### src/rtl/hostreg_pkg.sv
// Purpose: Shared constants and carriers for the terminal host register bank.
// Assumes: 125 MHz clock; APB with 32-bit data, 16-bit registers in low bits.
// Notes: Register offsets are byte addresses on aligned words.
package hostreg_pkg;
  // Register byte offsets.
  localparam logic [7:0] OFF_CFG1 = 8'h00;
  localparam logic [7:0] OFF_CFG2 = 8'h04;
  localparam logic [7:0] OFF_START = 8'h08;
  localparam logic [7:0] OFF_CSTK = 8'h0C;
  localparam logic [7:0] OFF_ILP = 8'h10;
  localparam logic [7:0] OFF_CTLW = 8'h14;
  localparam logic [7:0] OFF_TTAG = 8'h18;
  localparam logic [7:0] OFF_ISR1 = 8'h1C;
  localparam logic [7:0] OFF_ISR2 = 8'h20;
  localparam logic [7:0] OFF_DSTK = 8'h24;
  localparam logic [7:0] OFF_FREM = 8'h28;
  localparam logic [7:0] OFF_MREM = 8'h2C;
  localparam logic [7:0] OFF_FTIME = 8'h30;
  localparam logic [7:0] OFF_IILP = 8'h34;
  localparam logic [7:0] OFF_CCODE = 8'h38;
  localparam logic [7:0] OFF_GPFLAG = 8'h3C;
  localparam logic [7:0] OFF_GPQ = 8'h40;
  localparam logic [7:0] OFF_ISQ = 8'h44;
  localparam logic [7:0] OFF_MASK1 = 8'h48;
  localparam logic [7:0] OFF_MASK2 = 8'h4C;
  localparam logic [7:0] OFF_CFG3 = 8'h50;
  localparam logic [7:0] OFF_CFG6 = 8'h54;
  // Start/reset command bits.
  localparam int CMD_SWRST = 0;
  localparam int CMD_START = 1;
  localparam int CMD_IRQRST = 2;
  localparam int CMD_TTRST = 3;
  localparam int CMD_TTTEST = 4;
  localparam int CMD_BIST = 5;
  localparam int CMD_BCLR = 6;
  localparam int CMD_HALTCLR = 7;
  localparam int CMD_STOPMSG = 8;
  localparam int CMD_STOPFRM = 9;
  // Configuration field positions and mode codes.
  localparam int CFG1_MODE_LO = 0;
  localparam int CFG1_ENH_BC = 2;
  localparam int CFG1_AUTORPT = 3;
  localparam int CFG2_LVLPULSE = 0;
  localparam int CFG2_RES_LO = 1;
  localparam int CFG3_TRIG_START = 0;
  localparam int CFG3_TRIG_STOP = 1;
  localparam int CFG3_TRIG_IRQ = 2;
  localparam int CFG6_ENH_ACCESS = 0;
  localparam int ISR2_CHAIN = 15;
  localparam int ISR1_TRIG = 0;
  localparam int GP_CLR_LO = 8;
  localparam logic [1:0] MODE_BC = 2'h0;
  localparam logic [1:0] MODE_RT = 2'h1;
  localparam logic [1:0] MODE_MSGMON = 2'h2;
  localparam logic [1:0] MODE_WORDMON = 2'h3;
  localparam logic [15:0] CFG6_RESET = 16'h0001;
  localparam logic [2:0] RES_MAX = 3'h5;
  // Timing.
  localparam int CLK_NS = 8;
  localparam int US_NS = 1000;
  localparam int CYC_PER_US = US_NS / CLK_NS;
  localparam int FRAME_LSB_US = 100;
  localparam int MSG_LSB_US = 1;

  // APB request and answer.
  typedef struct packed {
    logic psel;
    logic penable;
    logic pwrite;
    logic [7:0] paddr;
    logic [31:0] pwdata;
  } apb_req_s;
  typedef struct packed {
    logic pready;
    logic pslverr;
    logic [31:0] prdata;
  } apb_rsp_s;

  // Reports from the protocol and sequencing engines.
  typedef struct packed {
    logic start_of_message_event;
    logic end_of_message_event;
    logic cstk_vld;
    logic [15:0] cstk;
    logic ilp_vld;
    logic [15:0] ilp;
    logic cw_vld;
    logic [15:0] cw;
    logic rtcmd_vld;
    logic [15:0] rtcmd;
    logic mword_vld;
    logic [15:0] mword;
    logic dstk_vld;
    logic [15:0] dstk;
    logic mrem_ld;
    logic [15:0] mrem;
    logic gpq_inc;
    logic isq_inc;
    logic [7:0] cc_result;
    logic [15:0] isr1_ev;
    logic [15:0] isr2_ev;
  } eng_s;

  // Controls toward the engines.
  typedef struct packed {
    logic sw_reset;
    logic bist_start;
    logic bist_clear;
    logic halt_clear;
    logic frame_start;
    logic bc_running;
    logic mon_running;
    logic trig_hit;
    logic msg_timer_zero;
    logic ttag_wr;
    logic [15:0] ttag_val;
    logic [15:0] cfg1;
    logic [15:0] cfg2;
    logic [15:0] cfg3;
    logic [15:0] cfg6;
    logic [15:0] init_ilp;
    logic [7:0] gp_flags;
    logic [15:0] gpq;
    logic [15:0] isq;
    logic [15:0] dstk;
  } ctl_s;
endpackage

### src/rtl/tick_gen.sv
// Purpose: Microsecond, 100 us and time tag tick generation.
// Assumes: Clock period divides one microsecond evenly.
// Notes: Time tag resolution codes above the largest clamp to it.
`timescale 1ns/1ps
module tick_gen #(
  parameter int CYC_PER_US = hostreg_pkg::CYC_PER_US,
  parameter int FRAME_US = hostreg_pkg::FRAME_LSB_US
) (
  // Clock and reset.
  input wire logic clk,
  input wire logic rst,
  // Control.
  input wire logic sync_clr,
  input wire logic [2:0] res_sel,
  // Ticks.
  output logic us_tick,
  output logic frame_tick,
  output logic ttag_tick
);
  typedef struct packed {
    logic [7:0] pre;
    logic [6:0] hund;
    logic [5:0] tt;
    logic us;
    logic fr;
    logic ttk;
  } tk_s;
  tk_s r, n;
  logic [2:0] res;
  logic [5:0] msk;

  // Divides the clock down and flags the selected time tag period.
  always_comb begin
    n = r;
    n.us = 1'b0;
    n.fr = 1'b0;
    n.ttk = 1'b0;
    res = (res_sel > hostreg_pkg::RES_MAX) ? hostreg_pkg::RES_MAX : res_sel;
    msk = 6'(({1'b0, 6'h3F}) >> (hostreg_pkg::RES_MAX - res));
    if (r.pre == 8'(CYC_PER_US - 1)) begin
      n.pre = '0;
      n.us = 1'b1;
      n.hund = (r.hund == 7'(FRAME_US - 1)) ? '0 : r.hund + 7'h01;
      n.fr = (r.hund == 7'(FRAME_US - 1));
      n.tt = r.tt + 6'h01;
      n.ttk = ((r.tt & msk) == msk);
    end else begin
      n.pre = r.pre + 8'h01;
    end
    if (sync_clr) begin
      n.pre = '0;
      n.tt = '0;
      n.ttk = 1'b0;
    end
  end

  // State register.
  always_ff @(posedge clk) begin
    if (rst) begin
      r <= '0;
    end else begin
      r <= n;
    end
  end

  assign us_tick = r.us;
  assign frame_tick = r.fr;
  assign ttag_tick = r.ttk;
endmodule // tick_gen

### src/rtl/terminal_host_register_bank.sv
// Purpose: Host register bank of a 1553 controller/terminal/monitor core.
// Assumes: APB slave with no wait states; engines report through eng_s.
// Notes: Read data is captured in the setup cycle of a transfer.
`timescale 1ns/1ps
// Operation
// - Start/reset writes are one-shot commands.
// - Auto-repeat stops after message or frame.
// - Command stack reads current or last pointer.
// - Enhanced mode reads live instruction pointer.
// - Control word mirrors controller or subaddress word.
// - Time tag ticks every 2 to 64 us.
// - Time tag stored at message start, end, except in word monitor mode.
// - Status bits align with mask bit positions.
// - Second status holds chain flag for first.
// - Data stack address readable, writable, tracks engine.
// - Frame remaining counts down per 100 us.
// - Message remaining counts down per microsecond.
// - Controller mode: frame period, 100 us units.
// - Terminal mode: shared register captures command.
// - Word monitor: trigger word starts, stops, flags.
// - Reset clears config except enhanced access bit.
// - Host sets, clears or toggles general flags.
// - Condition code register returns engine flags.
// - Queue pointer: host loads, engine increments.
// - Status queue pointer: host loads, engine advances.
module terminal_host_register_bank #(
  parameter int CYC_PER_US = hostreg_pkg::CYC_PER_US
) (
  // Clock and reset.
  input wire logic clk,
  input wire logic rst,
  // Register bus.
  input wire hostreg_pkg::apb_req_s apb_req,
  output hostreg_pkg::apb_rsp_s apb_rsp,
  // Engine side.
  input wire hostreg_pkg::eng_s eng,
  output hostreg_pkg::ctl_s ctl
);
  typedef enum logic [1:0] {BC_IDLE, BC_RUN, BC_STOP_MSG, BC_STOP_FRM} bc_state_e;

  typedef struct packed {
    logic [15:0] cfg1;
    logic [15:0] cfg2;
    logic [15:0] cfg3;
    logic [15:0] cfg6;
    logic [15:0] mask1;
    logic [15:0] mask2;
    logic [15:0] isr1;
    logic [15:0] isr2;
    logic [15:0] cstk;
    logic [15:0] ilp;
    logic [15:0] ctlw;
    logic [15:0] ttag;
    logic [15:0] dstk;
    logic [15:0] frem;
    logic [15:0] mrem;
    logic [15:0] ftime;
    logic [15:0] iilp;
    logic [7:0] gp;
    logic [15:0] gpq;
    logic [15:0] isq;
    bc_state_e bc;
    logic mon;
    logic [31:0] prdata;
    logic pslverr;
    logic swrst_p;
    logic bist_p;
    logic bclr_p;
    logic halt_p;
    logic fstart_p;
    logic trig_p;
    logic tt_wr;
    logic [15:0] tt_val;
  } st_s;

  st_s r, n;
  logic setup;
  logic wr;
  logic [15:0] wd;
  logic [15:0] cmd;
  logic [1:0] mode;
  logic us_tick;
  logic frame_tick;
  logic ttag_tick;
  logic fend;
  logic hit;

  // Decode helper: is this access a write at the given offset.
  function automatic logic wr_at(input logic [7:0] off);
    wr_at = wr && (apb_req.paddr == off);
  endfunction

  // Bus phase decode; the slave never inserts wait states.
  assign setup = apb_req.psel && !apb_req.penable;
  assign wr = apb_req.psel && apb_req.penable && apb_req.pwrite;
  assign wd = apb_req.pwdata[15:0];
  assign cmd = wr_at(hostreg_pkg::OFF_START) ? wd : 16'h0000;
  assign mode = r.cfg1[hostreg_pkg::CFG1_MODE_LO +: 2];
  assign fend = frame_tick && (r.bc != BC_IDLE) && (r.frem <= 16'h0001);
  assign hit = eng.mword_vld && (mode == hostreg_pkg::MODE_WORDMON) && (eng.mword == r.ftime);

  // Shared timebase for message timer, frame timer and time tag.
  tick_gen #(
    .CYC_PER_US(CYC_PER_US),
    .FRAME_US(hostreg_pkg::FRAME_LSB_US)
  ) u_tick (
    .clk(clk),
    .rst(rst),
    .sync_clr(cmd[hostreg_pkg::CMD_TTRST]),
    .res_sel(r.cfg2[hostreg_pkg::CFG2_RES_LO +: 3]),
    .us_tick(us_tick),
    .frame_tick(frame_tick),
    .ttag_tick(ttag_tick)
  );

  // Next-state logic for every register of the bank.
  always_comb begin
    n = r;
    n.swrst_p = 1'b0;
    n.bist_p = 1'b0;
    n.bclr_p = 1'b0;
    n.halt_p = 1'b0;
    n.fstart_p = 1'b0;
    n.trig_p = hit;
    n.tt_wr = 1'b0;

    // Plain host-writable registers.
    if (wr_at(hostreg_pkg::OFF_CFG1)) n.cfg1 = wd;
    if (wr_at(hostreg_pkg::OFF_CFG2)) n.cfg2 = wd;
    if (wr_at(hostreg_pkg::OFF_CFG3)) n.cfg3 = wd;
    if (wr_at(hostreg_pkg::OFF_CFG6)) n.cfg6 = wd;
    if (wr_at(hostreg_pkg::OFF_MASK1)) n.mask1 = wd;
    if (wr_at(hostreg_pkg::OFF_MASK2)) n.mask2 = wd;
    if (wr_at(hostreg_pkg::OFF_IILP)) n.iilp = wd;

    // Frame period write in controller mode.
    // Trigger word write in word monitor mode.
    if (wr_at(hostreg_pkg::OFF_FTIME) && (mode != hostreg_pkg::MODE_RT)) n.ftime = wd;
    if (eng.rtcmd_vld && (mode == hostreg_pkg::MODE_RT)) n.ftime = eng.rtcmd;

    if (eng.cstk_vld) n.cstk = eng.cstk;
    if (eng.ilp_vld) n.ilp = eng.ilp;
    if (eng.cw_vld) n.ctlw = eng.cw;

    // Host write, engine update wins a tie.
    if (wr_at(hostreg_pkg::OFF_DSTK)) n.dstk = wd;
    if (eng.dstk_vld) n.dstk = eng.dstk;

    if (wr_at(hostreg_pkg::OFF_GPQ)) n.gpq = wd;
    if (eng.gpq_inc) n.gpq = r.gpq + 16'h0001;
    // Status queue pointer load and advance.
    if (wr_at(hostreg_pkg::OFF_ISQ)) n.isq = wd;
    if (eng.isq_inc) n.isq = r.isq + 16'h0001;

    // Low byte sets, high byte clears, both toggles.
    if (wr_at(hostreg_pkg::OFF_GPFLAG)) begin
      n.gp = (r.gp & ~wd[hostreg_pkg::GP_CLR_LO +: 8]) | (wd[7:0] & ~r.gp);
      n.gp = n.gp | (wd[7:0] & ~wd[hostreg_pkg::GP_CLR_LO +: 8]);
    end

    // Time tag advance, reset and test increment.
    if (ttag_tick || cmd[hostreg_pkg::CMD_TTTEST]) n.ttag = r.ttag + 16'h0001;
    if (cmd[hostreg_pkg::CMD_TTRST]) n.ttag = '0;

    // Store time tag at message start and end, except in word monitor mode.
    if ((eng.start_of_message_event || eng.end_of_message_event) &&
        (mode != hostreg_pkg::MODE_WORDMON)) begin
      n.tt_wr = 1'b1;
      n.tt_val = r.ttag;
    end

    if (us_tick && (r.mrem != 16'h0000)) n.mrem = r.mrem - 16'(hostreg_pkg::MSG_LSB_US);
    if (eng.mrem_ld) n.mrem = eng.mrem;

    n.swrst_p = cmd[hostreg_pkg::CMD_SWRST];
    n.bist_p = cmd[hostreg_pkg::CMD_BIST];
    n.bclr_p = cmd[hostreg_pkg::CMD_BCLR];
    n.halt_p = cmd[hostreg_pkg::CMD_HALTCLR];

    // Frame countdown in 100 us steps.
    if (frame_tick && (r.bc != BC_IDLE) && !fend) n.frem = r.frem - 16'h0001;

    // Controller run state with both stop flavours.
    case (r.bc)
      BC_IDLE: begin
        if (cmd[hostreg_pkg::CMD_START] && (mode == hostreg_pkg::MODE_BC)) begin
          n.bc = BC_RUN;
          n.frem = r.ftime;
          n.fstart_p = 1'b1;
        end
      end
      BC_RUN: begin
        if (cmd[hostreg_pkg::CMD_STOPMSG]) n.bc = BC_STOP_MSG;
        else if (cmd[hostreg_pkg::CMD_STOPFRM]) n.bc = BC_STOP_FRM;
        if (fend) begin
          if (r.cfg1[hostreg_pkg::CFG1_AUTORPT]) begin
            n.frem = r.ftime;
            n.fstart_p = 1'b1;
          end else begin
            n.bc = BC_IDLE;
            n.frem = '0;
          end
        end
      end
      BC_STOP_MSG: begin
        if (eng.end_of_message_event || fend) begin
          n.bc = BC_IDLE;
          n.frem = '0;
        end
      end
      BC_STOP_FRM: begin
        if (fend) begin
          n.bc = BC_IDLE;
          n.frem = '0;
        end
      end
      default: n.bc = BC_IDLE;
    endcase

    // Monitor run control from start command and trigger.
    if (cmd[hostreg_pkg::CMD_START] && (mode != hostreg_pkg::MODE_BC)) n.mon = 1'b1;
    if (hit && r.cfg3[hostreg_pkg::CFG3_TRIG_START]) n.mon = 1'b1;
    if (hit && r.cfg3[hostreg_pkg::CFG3_TRIG_STOP]) n.mon = 1'b0;

    // Events latch at their mask bit position; set beats clear.
    if (cmd[hostreg_pkg::CMD_IRQRST] || cmd[hostreg_pkg::CMD_SWRST]) begin
      n.isr1 = '0;
      n.isr2 = '0;
    end
    n.isr1 = n.isr1 | (eng.isr1_ev & r.mask1);
    if (hit && r.cfg3[hostreg_pkg::CFG3_TRIG_IRQ] && r.mask1[hostreg_pkg::ISR1_TRIG]) begin
      n.isr1[hostreg_pkg::ISR1_TRIG] = 1'b1;
    end
    n.isr2 = n.isr2 | (eng.isr2_ev & r.mask2);
    // Chain flag follows any pending first-register event.
    n.isr2[hostreg_pkg::ISR2_CHAIN] = |n.isr1;

    // Software reset returns engine-facing state to idle.
    if (cmd[hostreg_pkg::CMD_SWRST]) begin
      n.bc = BC_IDLE;
      n.mon = 1'b0;
      n.frem = '0;
      n.mrem = '0;
      n.gp = '0;
    end

    // Read data captured in the setup cycle; unmapped reads flag an error.
    if (setup) begin
      n.prdata = '0;
      n.pslverr = 1'b0;
      case (apb_req.paddr)
        hostreg_pkg::OFF_CFG1: n.prdata[15:0] = r.cfg1;
        hostreg_pkg::OFF_CFG2: n.prdata[15:0] = r.cfg2;
        hostreg_pkg::OFF_CFG3: n.prdata[15:0] = r.cfg3;
        hostreg_pkg::OFF_CFG6: n.prdata[15:0] = r.cfg6;
        hostreg_pkg::OFF_START: n.prdata[15:0] = '0;
        hostreg_pkg::OFF_CSTK: n.prdata[15:0] = r.cstk;
        // Live pointer only in enhanced controller mode.
        hostreg_pkg::OFF_ILP: n.prdata[15:0] = r.cfg1[hostreg_pkg::CFG1_ENH_BC] ? r.ilp : '0;
        hostreg_pkg::OFF_CTLW: n.prdata[15:0] = r.ctlw;
        hostreg_pkg::OFF_TTAG: n.prdata[15:0] = r.ttag;
        hostreg_pkg::OFF_ISR1: n.prdata[15:0] = r.isr1;
        hostreg_pkg::OFF_ISR2: n.prdata[15:0] = r.isr2;
        hostreg_pkg::OFF_DSTK: n.prdata[15:0] = r.dstk;
        hostreg_pkg::OFF_FREM: n.prdata[15:0] = r.frem;
        hostreg_pkg::OFF_MREM: n.prdata[15:0] = r.mrem;
        hostreg_pkg::OFF_FTIME: n.prdata[15:0] = r.ftime;
        hostreg_pkg::OFF_IILP: n.prdata[15:0] = r.iilp;
        hostreg_pkg::OFF_CCODE: n.prdata[15:0] = {eng.cc_result, r.gp};
        hostreg_pkg::OFF_GPFLAG: n.prdata[15:0] = '0;
        hostreg_pkg::OFF_GPQ: n.prdata[15:0] = r.gpq;
        hostreg_pkg::OFF_ISQ: n.prdata[15:0] = r.isq;
        hostreg_pkg::OFF_MASK1: n.prdata[15:0] = r.mask1;
        hostreg_pkg::OFF_MASK2: n.prdata[15:0] = r.mask2;
        default: n.pslverr = 1'b1;
      endcase
    end
  end

  // State register; configuration clears except the enhanced access bit.
  always_ff @(posedge clk) begin
    if (rst) begin
      r <= '0;
      // Enhanced access bit comes out of reset set.
      r.cfg6 <= hostreg_pkg::CFG6_RESET;
    end else begin
      r <= n;
    end
  end

  // Bus answer and engine controls.
  assign apb_rsp.pready = 1'b1;
  assign apb_rsp.pslverr = r.pslverr && apb_req.psel && apb_req.penable;
  assign apb_rsp.prdata = r.prdata;
  assign ctl.sw_reset = r.swrst_p;
  assign ctl.bist_start = r.bist_p;
  assign ctl.bist_clear = r.bclr_p;
  assign ctl.halt_clear = r.halt_p;
  assign ctl.frame_start = r.fstart_p;
  assign ctl.bc_running = (r.bc != BC_IDLE);
  assign ctl.mon_running = r.mon;
  assign ctl.trig_hit = r.trig_p;
  assign ctl.msg_timer_zero = (r.mrem == 16'h0000);
  assign ctl.ttag_wr = r.tt_wr;
  assign ctl.ttag_val = r.tt_val;
  assign ctl.cfg1 = r.cfg1;
  assign ctl.cfg2 = r.cfg2;
  assign ctl.cfg3 = r.cfg3;
  assign ctl.cfg6 = r.cfg6;
  assign ctl.init_ilp = r.iilp;
  assign ctl.gp_flags = r.gp;
  assign ctl.gpq = r.gpq;
  assign ctl.isq = r.isq;
  assign ctl.dstk = r.dstk;
endmodule // terminal_host_register_bank

### config.mk
export PLATFORM = sky130hd
export DESIGN_NAME = terminal_host_register_bank
export DESIGN_NICKNAME = d
export VERILOG_FILES = /design/src/rtl/hostreg_pkg.sv /design/src/rtl/tick_gen.sv /design/src/rtl/terminal_host_register_bank.sv
export SDC_FILE = /design/constraint.sdc
export NUM_CORES = 1
export LEC_CHECK = 0
export BUFFER_PORTS_ARGS = -buffer_cell sky130_fd_sc_hd__buf_4
export CAP_MARGIN = 20
export CORE_MARGIN = 3
export CORE_UTILIZATION = 50
export DETAILED_ROUTE_END_ITERATION = 6
export PLACE_DENSITY = 0.74
export REMOVE_ABC_BUFFERS = 1
export SYNTH_ARGS = -nofsm -noshare
export SYNTH_HDL_FRONTEND = slang
export SYNTH_SLANG_ARGS = --single-unit
### constraint.sdc
create_clock -name clk -period 3.1 [get_ports clk]
set_input_delay 0.155 -clock clk [delete_from_list [all_inputs] [get_ports clk]]
set_output_delay 0.155 -clock clk [all_outputs]
set_load 0.03 [all_outputs]
==> metrics.cfg, run 1 <==
[global_routing]
grtUsageTotal=0.422
grt_pass1_wl_microns=132000
antenna_found_initial=3
grt_pass1_vias=20272
grt_max_degree=83
grt.overflow.total=0

[clocking]
clock-root-buffer=clkbuf_16
clk_latency_ns=0.58
cts_tree=done
ctsLongestPathBuffers=3
clock_sinks=379
clk_pin_slew_ns=0.06
cts_resized=0
cts_buffers=43
htreeDepth=2

[routing]
wire_per_inst_microns=27.5
vias=21239
drc=0
drt_iter0_markers=2707
firstDrtPassIters=6
wl_microns=93400
vias_per_cell=6.24
ant_nets=0

[floorplan]
fp.dieW_microns=206
dieArea_sq_mm=0.0426
initial_core_util=0.512
rows=72
die_h_microns=206
io_pins=404
core_sq_mm=0.0392

[yosys]
synth_top_area_frac=0.378
synth_common_cells=nand2_1, dfxtp_1, nor2_1
synthTopCellsByArea=dfxtp_1, nand2_1, buf_4
synth_edf_count=0
yosysSeqAreaShare=0.378
synthCells=2534
synthDistinctLibCells=80
syn-mean-instance-area_sq_um=7.92
ys.flop_type=dfxtp_1
synthesis.yosys.warnings=0
synth.most_common_cell=nand2_1
async_flop_share=0
yosys_register_bits=379
synth_area_sq_mm=0.0201
yosys.area.top_type=dfxtp_1

[final_layout]
final_area_sq_mm=0.0251
layout-drive-gt1-share=0.202
final_nets=3072
register_area_sq_mm=0.00759
multi_input_area_sq_mm=0.0104
fill_cells=3283
areaGrowthSynthToFinish_pct=25.0

[power]
power_density_mw_per_mm2=449
p_leak_nw=9.78
vdd_drop_max_mv=0.371

[place]
postPlaceCellArea_sq_mm=0.0222
gp_congestion=1.02
port-buffer-count=369
dp_hpwl_microns=67500

[run_status]
outcome=complete, no violations

[timing]
hold_viol=0
max-slew-margin-rel=0.456
min_period_ns=2.93
tightest_slew_ns=0.809
finalMaxSlewViolations=0
clock.fmax_ghz=0.341
rsz0062_at_grt=false
fin_tns_setup_ns=0
clock_skew_ns=0.0215
setup_viol=0
fin_crit_sh=0.946

[worst_setup_path]
worstPathCellList=or4_4 -> or4_4 -> nor3_4 -> nor3_1 -> a211oi_1 -> nor2_1 -> dlygate4sd3_1
cp_data_required_time_ns=3.55
slowest_delay_ns=0.61
reg2reg_slack_ns=0.17
cpMostUsedCell=or4_4
cp-end-kind=flip-flop
start_kind=flip-flop
critPathKind=flip-flop to flip-flop
worst-endpoint-arrival_ns=3.39
critical-path-slowest-cell=or4_4
critPathMaxFanout=8

[min_path]
holdCritPathClass=input pin to flip-flop

[run]
maxCapViolations=0

## cells by family (layout without fill, tap and decap cells)
group                      after synthesis  after routing  synth area share
and+or+nand+nor                        975            975             0.224
muxes                                  144            144            0.0726
AOI/OAI and AO/OA                      580            580             0.181
xor gates and xnor gates                64             64            0.0279
other                                    2             18          0.000374
adders and majority gates               10             10           0.00623
DFF                                    379            379             0.378
buffers and inverters                  380            713             0.110
## stage by stage
| step | utilization | total power [mW] | worst slack, ns | hold WS, ns | std cells |
|---|---|---|---|---|---|
| detailed placement | 0.567 | 6.22 | 0.453 | 0.392 | 3173 |
| floorplan | - | 5.49 | -0.578 | 0.224 | 2187 |
| global route | 0.640 | 11.5 | 0.00454 | 0.0357 | 3400 |
| global placement | 0.567 | 6.21 | 0.486 | 0.387 | 3173 |
| finish | 0.641 | 11.3 | 0.167 | 0.0163 | 3401 |
| CTS | 0.640 | 11.2 | 0.195 | 0.00140 | 3398 |
## critical path, delay by kind of cell, from the launching register on
family                 cells  cell delay [ns]
AOI/OAI and AO/OA          1             0.22
and+or+nand+nor            5             1.60
DFF                        1             0.45
buffers and inverters      1             0.56
## registers in the layout, summed over array words and instances, names as in the netlist
signal             cells
ctl                  160
r                    179
u_tick.ttag_tick       1
u_tick.us_tick         1
apb_rsp               16
u_tick.frame_tick      1
u_tick.r              21
## repair_timing
action,CTS,global route
hold endpoints to repair,208,1
setup buffers,0,0
hold buffers,152,1
## path summary, 6_finish.rpt
| kind | from | end | depth (start not counted) |
|---|---|---|---|
| setup / recovery | r[135]$_SDFFE_PP0P_ | r[144]$_SDFFE_PP0P_ | 7 |
| hold reg to reg | ctl[139]$_SDFFE_PP0P_ | ctl[139]$_SDFFE_PP0P_ | 2 |
| setup reg to reg | r[135]$_SDFFE_PP0P_ | r[144]$_SDFFE_PP0P_ | 7 |
| hold / removal | apb_req[0] | ctl[104]$_SDFFE_PP0P_ | 3 |
## power breakdown
group	switching (mW)	internal, mW	total [mW]	leakage, nW
Clock	2.11	2.84	4.94	0.644
Combinational	0.757	0.519	1.28	6.06
Sequential	0.102	4.95	5.05	3.07
## final cells by class
| cell class | count | area share |
|---|---|---|
| well taps | 518 | 0.0258 |
| clock buffers | 59 | 0.0473 |
| clock inverters | 14 | 0.00538 |
| multi-input cells | 1790 | 0.413 |
| inverters | 18 | 0.00269 |
| diodes | 1 | 0.0000997 |
| repair buffers | 622 | 0.203 |
| flip-flops and latches | 379 | 0.302 |
## metal layers
layer | global-route usage | share of wire | up-vias
li1 | - | - | 9334
met1 | 0.554 | 0.39 | 10122
met2 | 0.652 | 0.44 | 1492
met3 | 0.0964 | 0.12 | 289
met4 | 0.215 | 0.057 | 2
met5 | 0 | 0.00014 | -
## layout by cell type, fill, tap and decap left out, drive strengths merged, types with 16 or more instances in the layout
cell type    count
a211oi          34
a21oi          242
a22oi           90
and3            19
buf            468
clkbuf          60
conb            17
dfxtp          379
dlygate4sd3    153
inv             19
mux2i          131
nand2          406
nand3           54
nand4           17
nor2           275
nor2b           16
nor3            64
nor4            39
o21ai           77
o22ai           19
xnor2           26
xor2            38
Power figures use the tool's default switching activity.
==> run 2: changes to the inputs <==
--- a/config.mk
+++ b/config.mk
@@ -9,6 +9,7 @@
 export CAP_MARGIN = 20
 export CORE_MARGIN = 3
 export CORE_UTILIZATION = 50
+export CTS_BUF_LIST = sky130_fd_sc_hd__clkbuf_16
 export DETAILED_ROUTE_END_ITERATION = 6
 export PLACE_DENSITY = 0.74
 export REMOVE_ABC_BUFFERS = 1
==> constraint.sdc (replaced) <==
create_clock -name clk -period 3.1 [get_ports clk]
set_input_delay 0.155 -clock clk [delete_from_list [all_inputs] [get_ports clk]]
set_output_delay 0.155 -clock clk [all_outputs]
set_load 0.01 [all_outputs]
==> metrics.cfg, run 2 (synthesis gave the netlist of run 1 again) <==
[floorplan]
die_h_microns=206  ; unchanged
core_sq_mm=0.0392  ; unchanged
io_pins=404  ; unchanged
initial_core_util=0.512  ; unchanged
fp.dieW_microns=206  ; unchanged
rows=72  ; unchanged
dieArea_sq_mm=0.0426  ; unchanged

[run_status]
outcome=complete, but fails checks
failed_checks=DRC

[power]
sw_frac_of_total=0.264  ; +0.000651
vdd_drop_max_mv=0.372  ; +0.26%
power_density_mw_per_mm2=441  ; -1.7%
p_comb_frac=0.111  ; -0.002
power.total_mw=11.1  ; -1.9%
internal_power_mw=8.14  ; -1.9%
clock_power_share=0.432  ; -0.007
switchingPower_mw=2.92  ; -1.6%
p_seq_frac=0.457  ; +0.009
p_leak_nw=9.80  ; +0.18%

[final_layout]
finalNonFillerCells=3401  ; unchanged
final_nets=3072  ; unchanged
layout-drive-gt1-share=0.200  ; -0.00173
largest-register=r
largest_register_ffs=179  ; unchanged
areaGrowthSynthToFinish_pct=24.8
fin_util=0.639  ; -0.00128
layout_commonest_cell=buf_4
final_cell_mix=buf_4, nand2_1, dfxtp_1, nor2_1, a21oi_1

[timing]
tightest_slew_ns=0.788  ; -0.0211 ns
rsz0062_at_grt=false
fin_crit_sh=0.949  ; +0.00255
clock_skew_ns=0.0235  ; +0.00207 ns
clock.fmax_ghz=0.340  ; -0.27%
max-slew-margin-rel=0.470  ; +0.0142
min_period_ns=2.94  ; +0.00791 ns
finalMaxSlewViolations=0  ; unchanged
hold_viol=0  ; unchanged
setup_viol=0  ; unchanged

[clocking]
htreeDepth=2  ; unchanged
clock_sinks=379  ; unchanged
clk_latency_ns=0.58  ; about the same
clock-root-buffer=clkbuf_16
cts_tree=done
clk_pin_slew_ns=0.06  ; about the same
ctsLongestPathBuffers=3  ; unchanged
cts_buffers=43  ; unchanged

[global_routing]
grt_max_degree=83  ; unchanged
grt.overflow.total=0  ; unchanged
grt_pass1_wl_microns=132000  ; about the same
grt_pass1_vias=20256  ; -0.079%
grtUsageTotal=0.423  ; about the same
antenna_found_initial=3  ; unchanged

[worst_setup_path]
critPathMaxFanout=8  ; unchanged
cp_data_required_time_ns=3.55  ; about the same
r2r.worst_path.cells=7  ; unchanged
cp-end-kind=flip-flop
critPathKind=flip-flop to flip-flop
worst-endpoint-arrival_ns=3.39  ; about the same
start_kind=flip-flop

[place]
placed_cells=3173  ; unchanged
dp_hpwl_microns=67500  ; unchanged
gp_congestion=1.02  ; unchanged
port-buffer-count=369  ; unchanged

[routing]
wl_microns=93500  ; +0.12%
vias_per_cell=6.28  ; +0.50%
ant_nets=0  ; unchanged
wire_per_inst_microns=27.5  ; +0.12%
drt_iter0_markers=2851  ; +5.3%
drc=2  ; +2
vias=21346  ; +0.50%
firstDrtPassIters=7  ; +1

[min_path]
min_path_cells=3  ; unchanged
holdCritPathClass=input pin to flip-flop

[run]
maxCapViolations=0  ; unchanged

run 2: worst paths after layout:
kind | from | endpoint | slack (ns)
worst max-delay path | r[135]$_SDFFE_PP0P_ | r[144]$_SDFFE_PP0P_ | 0.16
worst min-delay path | apb_req[8] | ctl[112]$_SDFFE_PP0P_ | 0.03
worst min register to register | r[290]$_SDFFE_PP0P_ | r[290]$_SDFFE_PP0P_ | 0.46
worst max register to register | r[135]$_SDFFE_PP0P_ | r[144]$_SDFFE_PP0P_ | 0.16
run 2: power by group through the flow:
stage	Combinational [mW]	Sequential [mW]	Clock (mW)
2_1_floorplan	0.333	5.11	0
3_3_place_gp	1.01	5.15	0
3_5_place_dp	1.02	5.15	0
4_1_cts	1.18	5.04	4.78
5_1_grt	1.28	5.05	4.96
6_report	1.23	5.05	4.78
run 2: worst max-delay path, stage by stage (launching register included):
cell and delay (ns):
dfxtp_1 0.46, or4_4 0.61, or4_4 0.53, nor3_4 0.29, nor3_1 0.09, a211oi_1 0.22
nor2_1 0.07, dlygate4sd3_1 0.56
run 2: per-stage QoR:
| step | worst slack, ns | TNS, ns | cell area [sq um] | hold WS (ns) |
|---|---|---|---|---|
| after floorplan | -0.578 | -9.25 | 18000 | 0.224 |
| after global placement | 0.486 | 0 | 22200 | 0.387 |
| after detailed placement | 0.453 | 0 | 22200 | 0.392 |
| after CTS | 0.195 | 0 | 25000 | 0.00120 |
| after global routing | 0.00446 | 0 | 25000 | 0.0330 |
| final | 0.159 | 0 | 25100 | 0.0307 |
run 2: timing repair:
| action | CTS | global route |
|---|---|---|
| hold buffers | 152 | 1 |
| setup buffers | 0 | 0 |
| endpoints found under the hold margin | 208 | 1 |
| endpoints found under the setup margin | 0 | 0 |
| gates resized for setup | 0 | 0 |
run 2: final cells by class:
type | instances | area (sq um)
flip-flops and latches | 379 | 7590
clock buffers | 43 | 1080
clock inverters | 30 | 195
repair buffers | 622 | 5100
well taps | 518 | 648
diodes | 1 | 2.50
multi-input cells | 1790 | 10400
inverters | 18 | 67.6
fillers | 3299 | 14100
run 2: layer usage:
metal,share of wire,track usage,vias up
met3,0.12,0.0972,317
met4,0.060,0.218,4
met1,0.39,0.554,10135
met5,0.00027,0,-
li1,-,-,9341
met2,0.44,0.650,1549
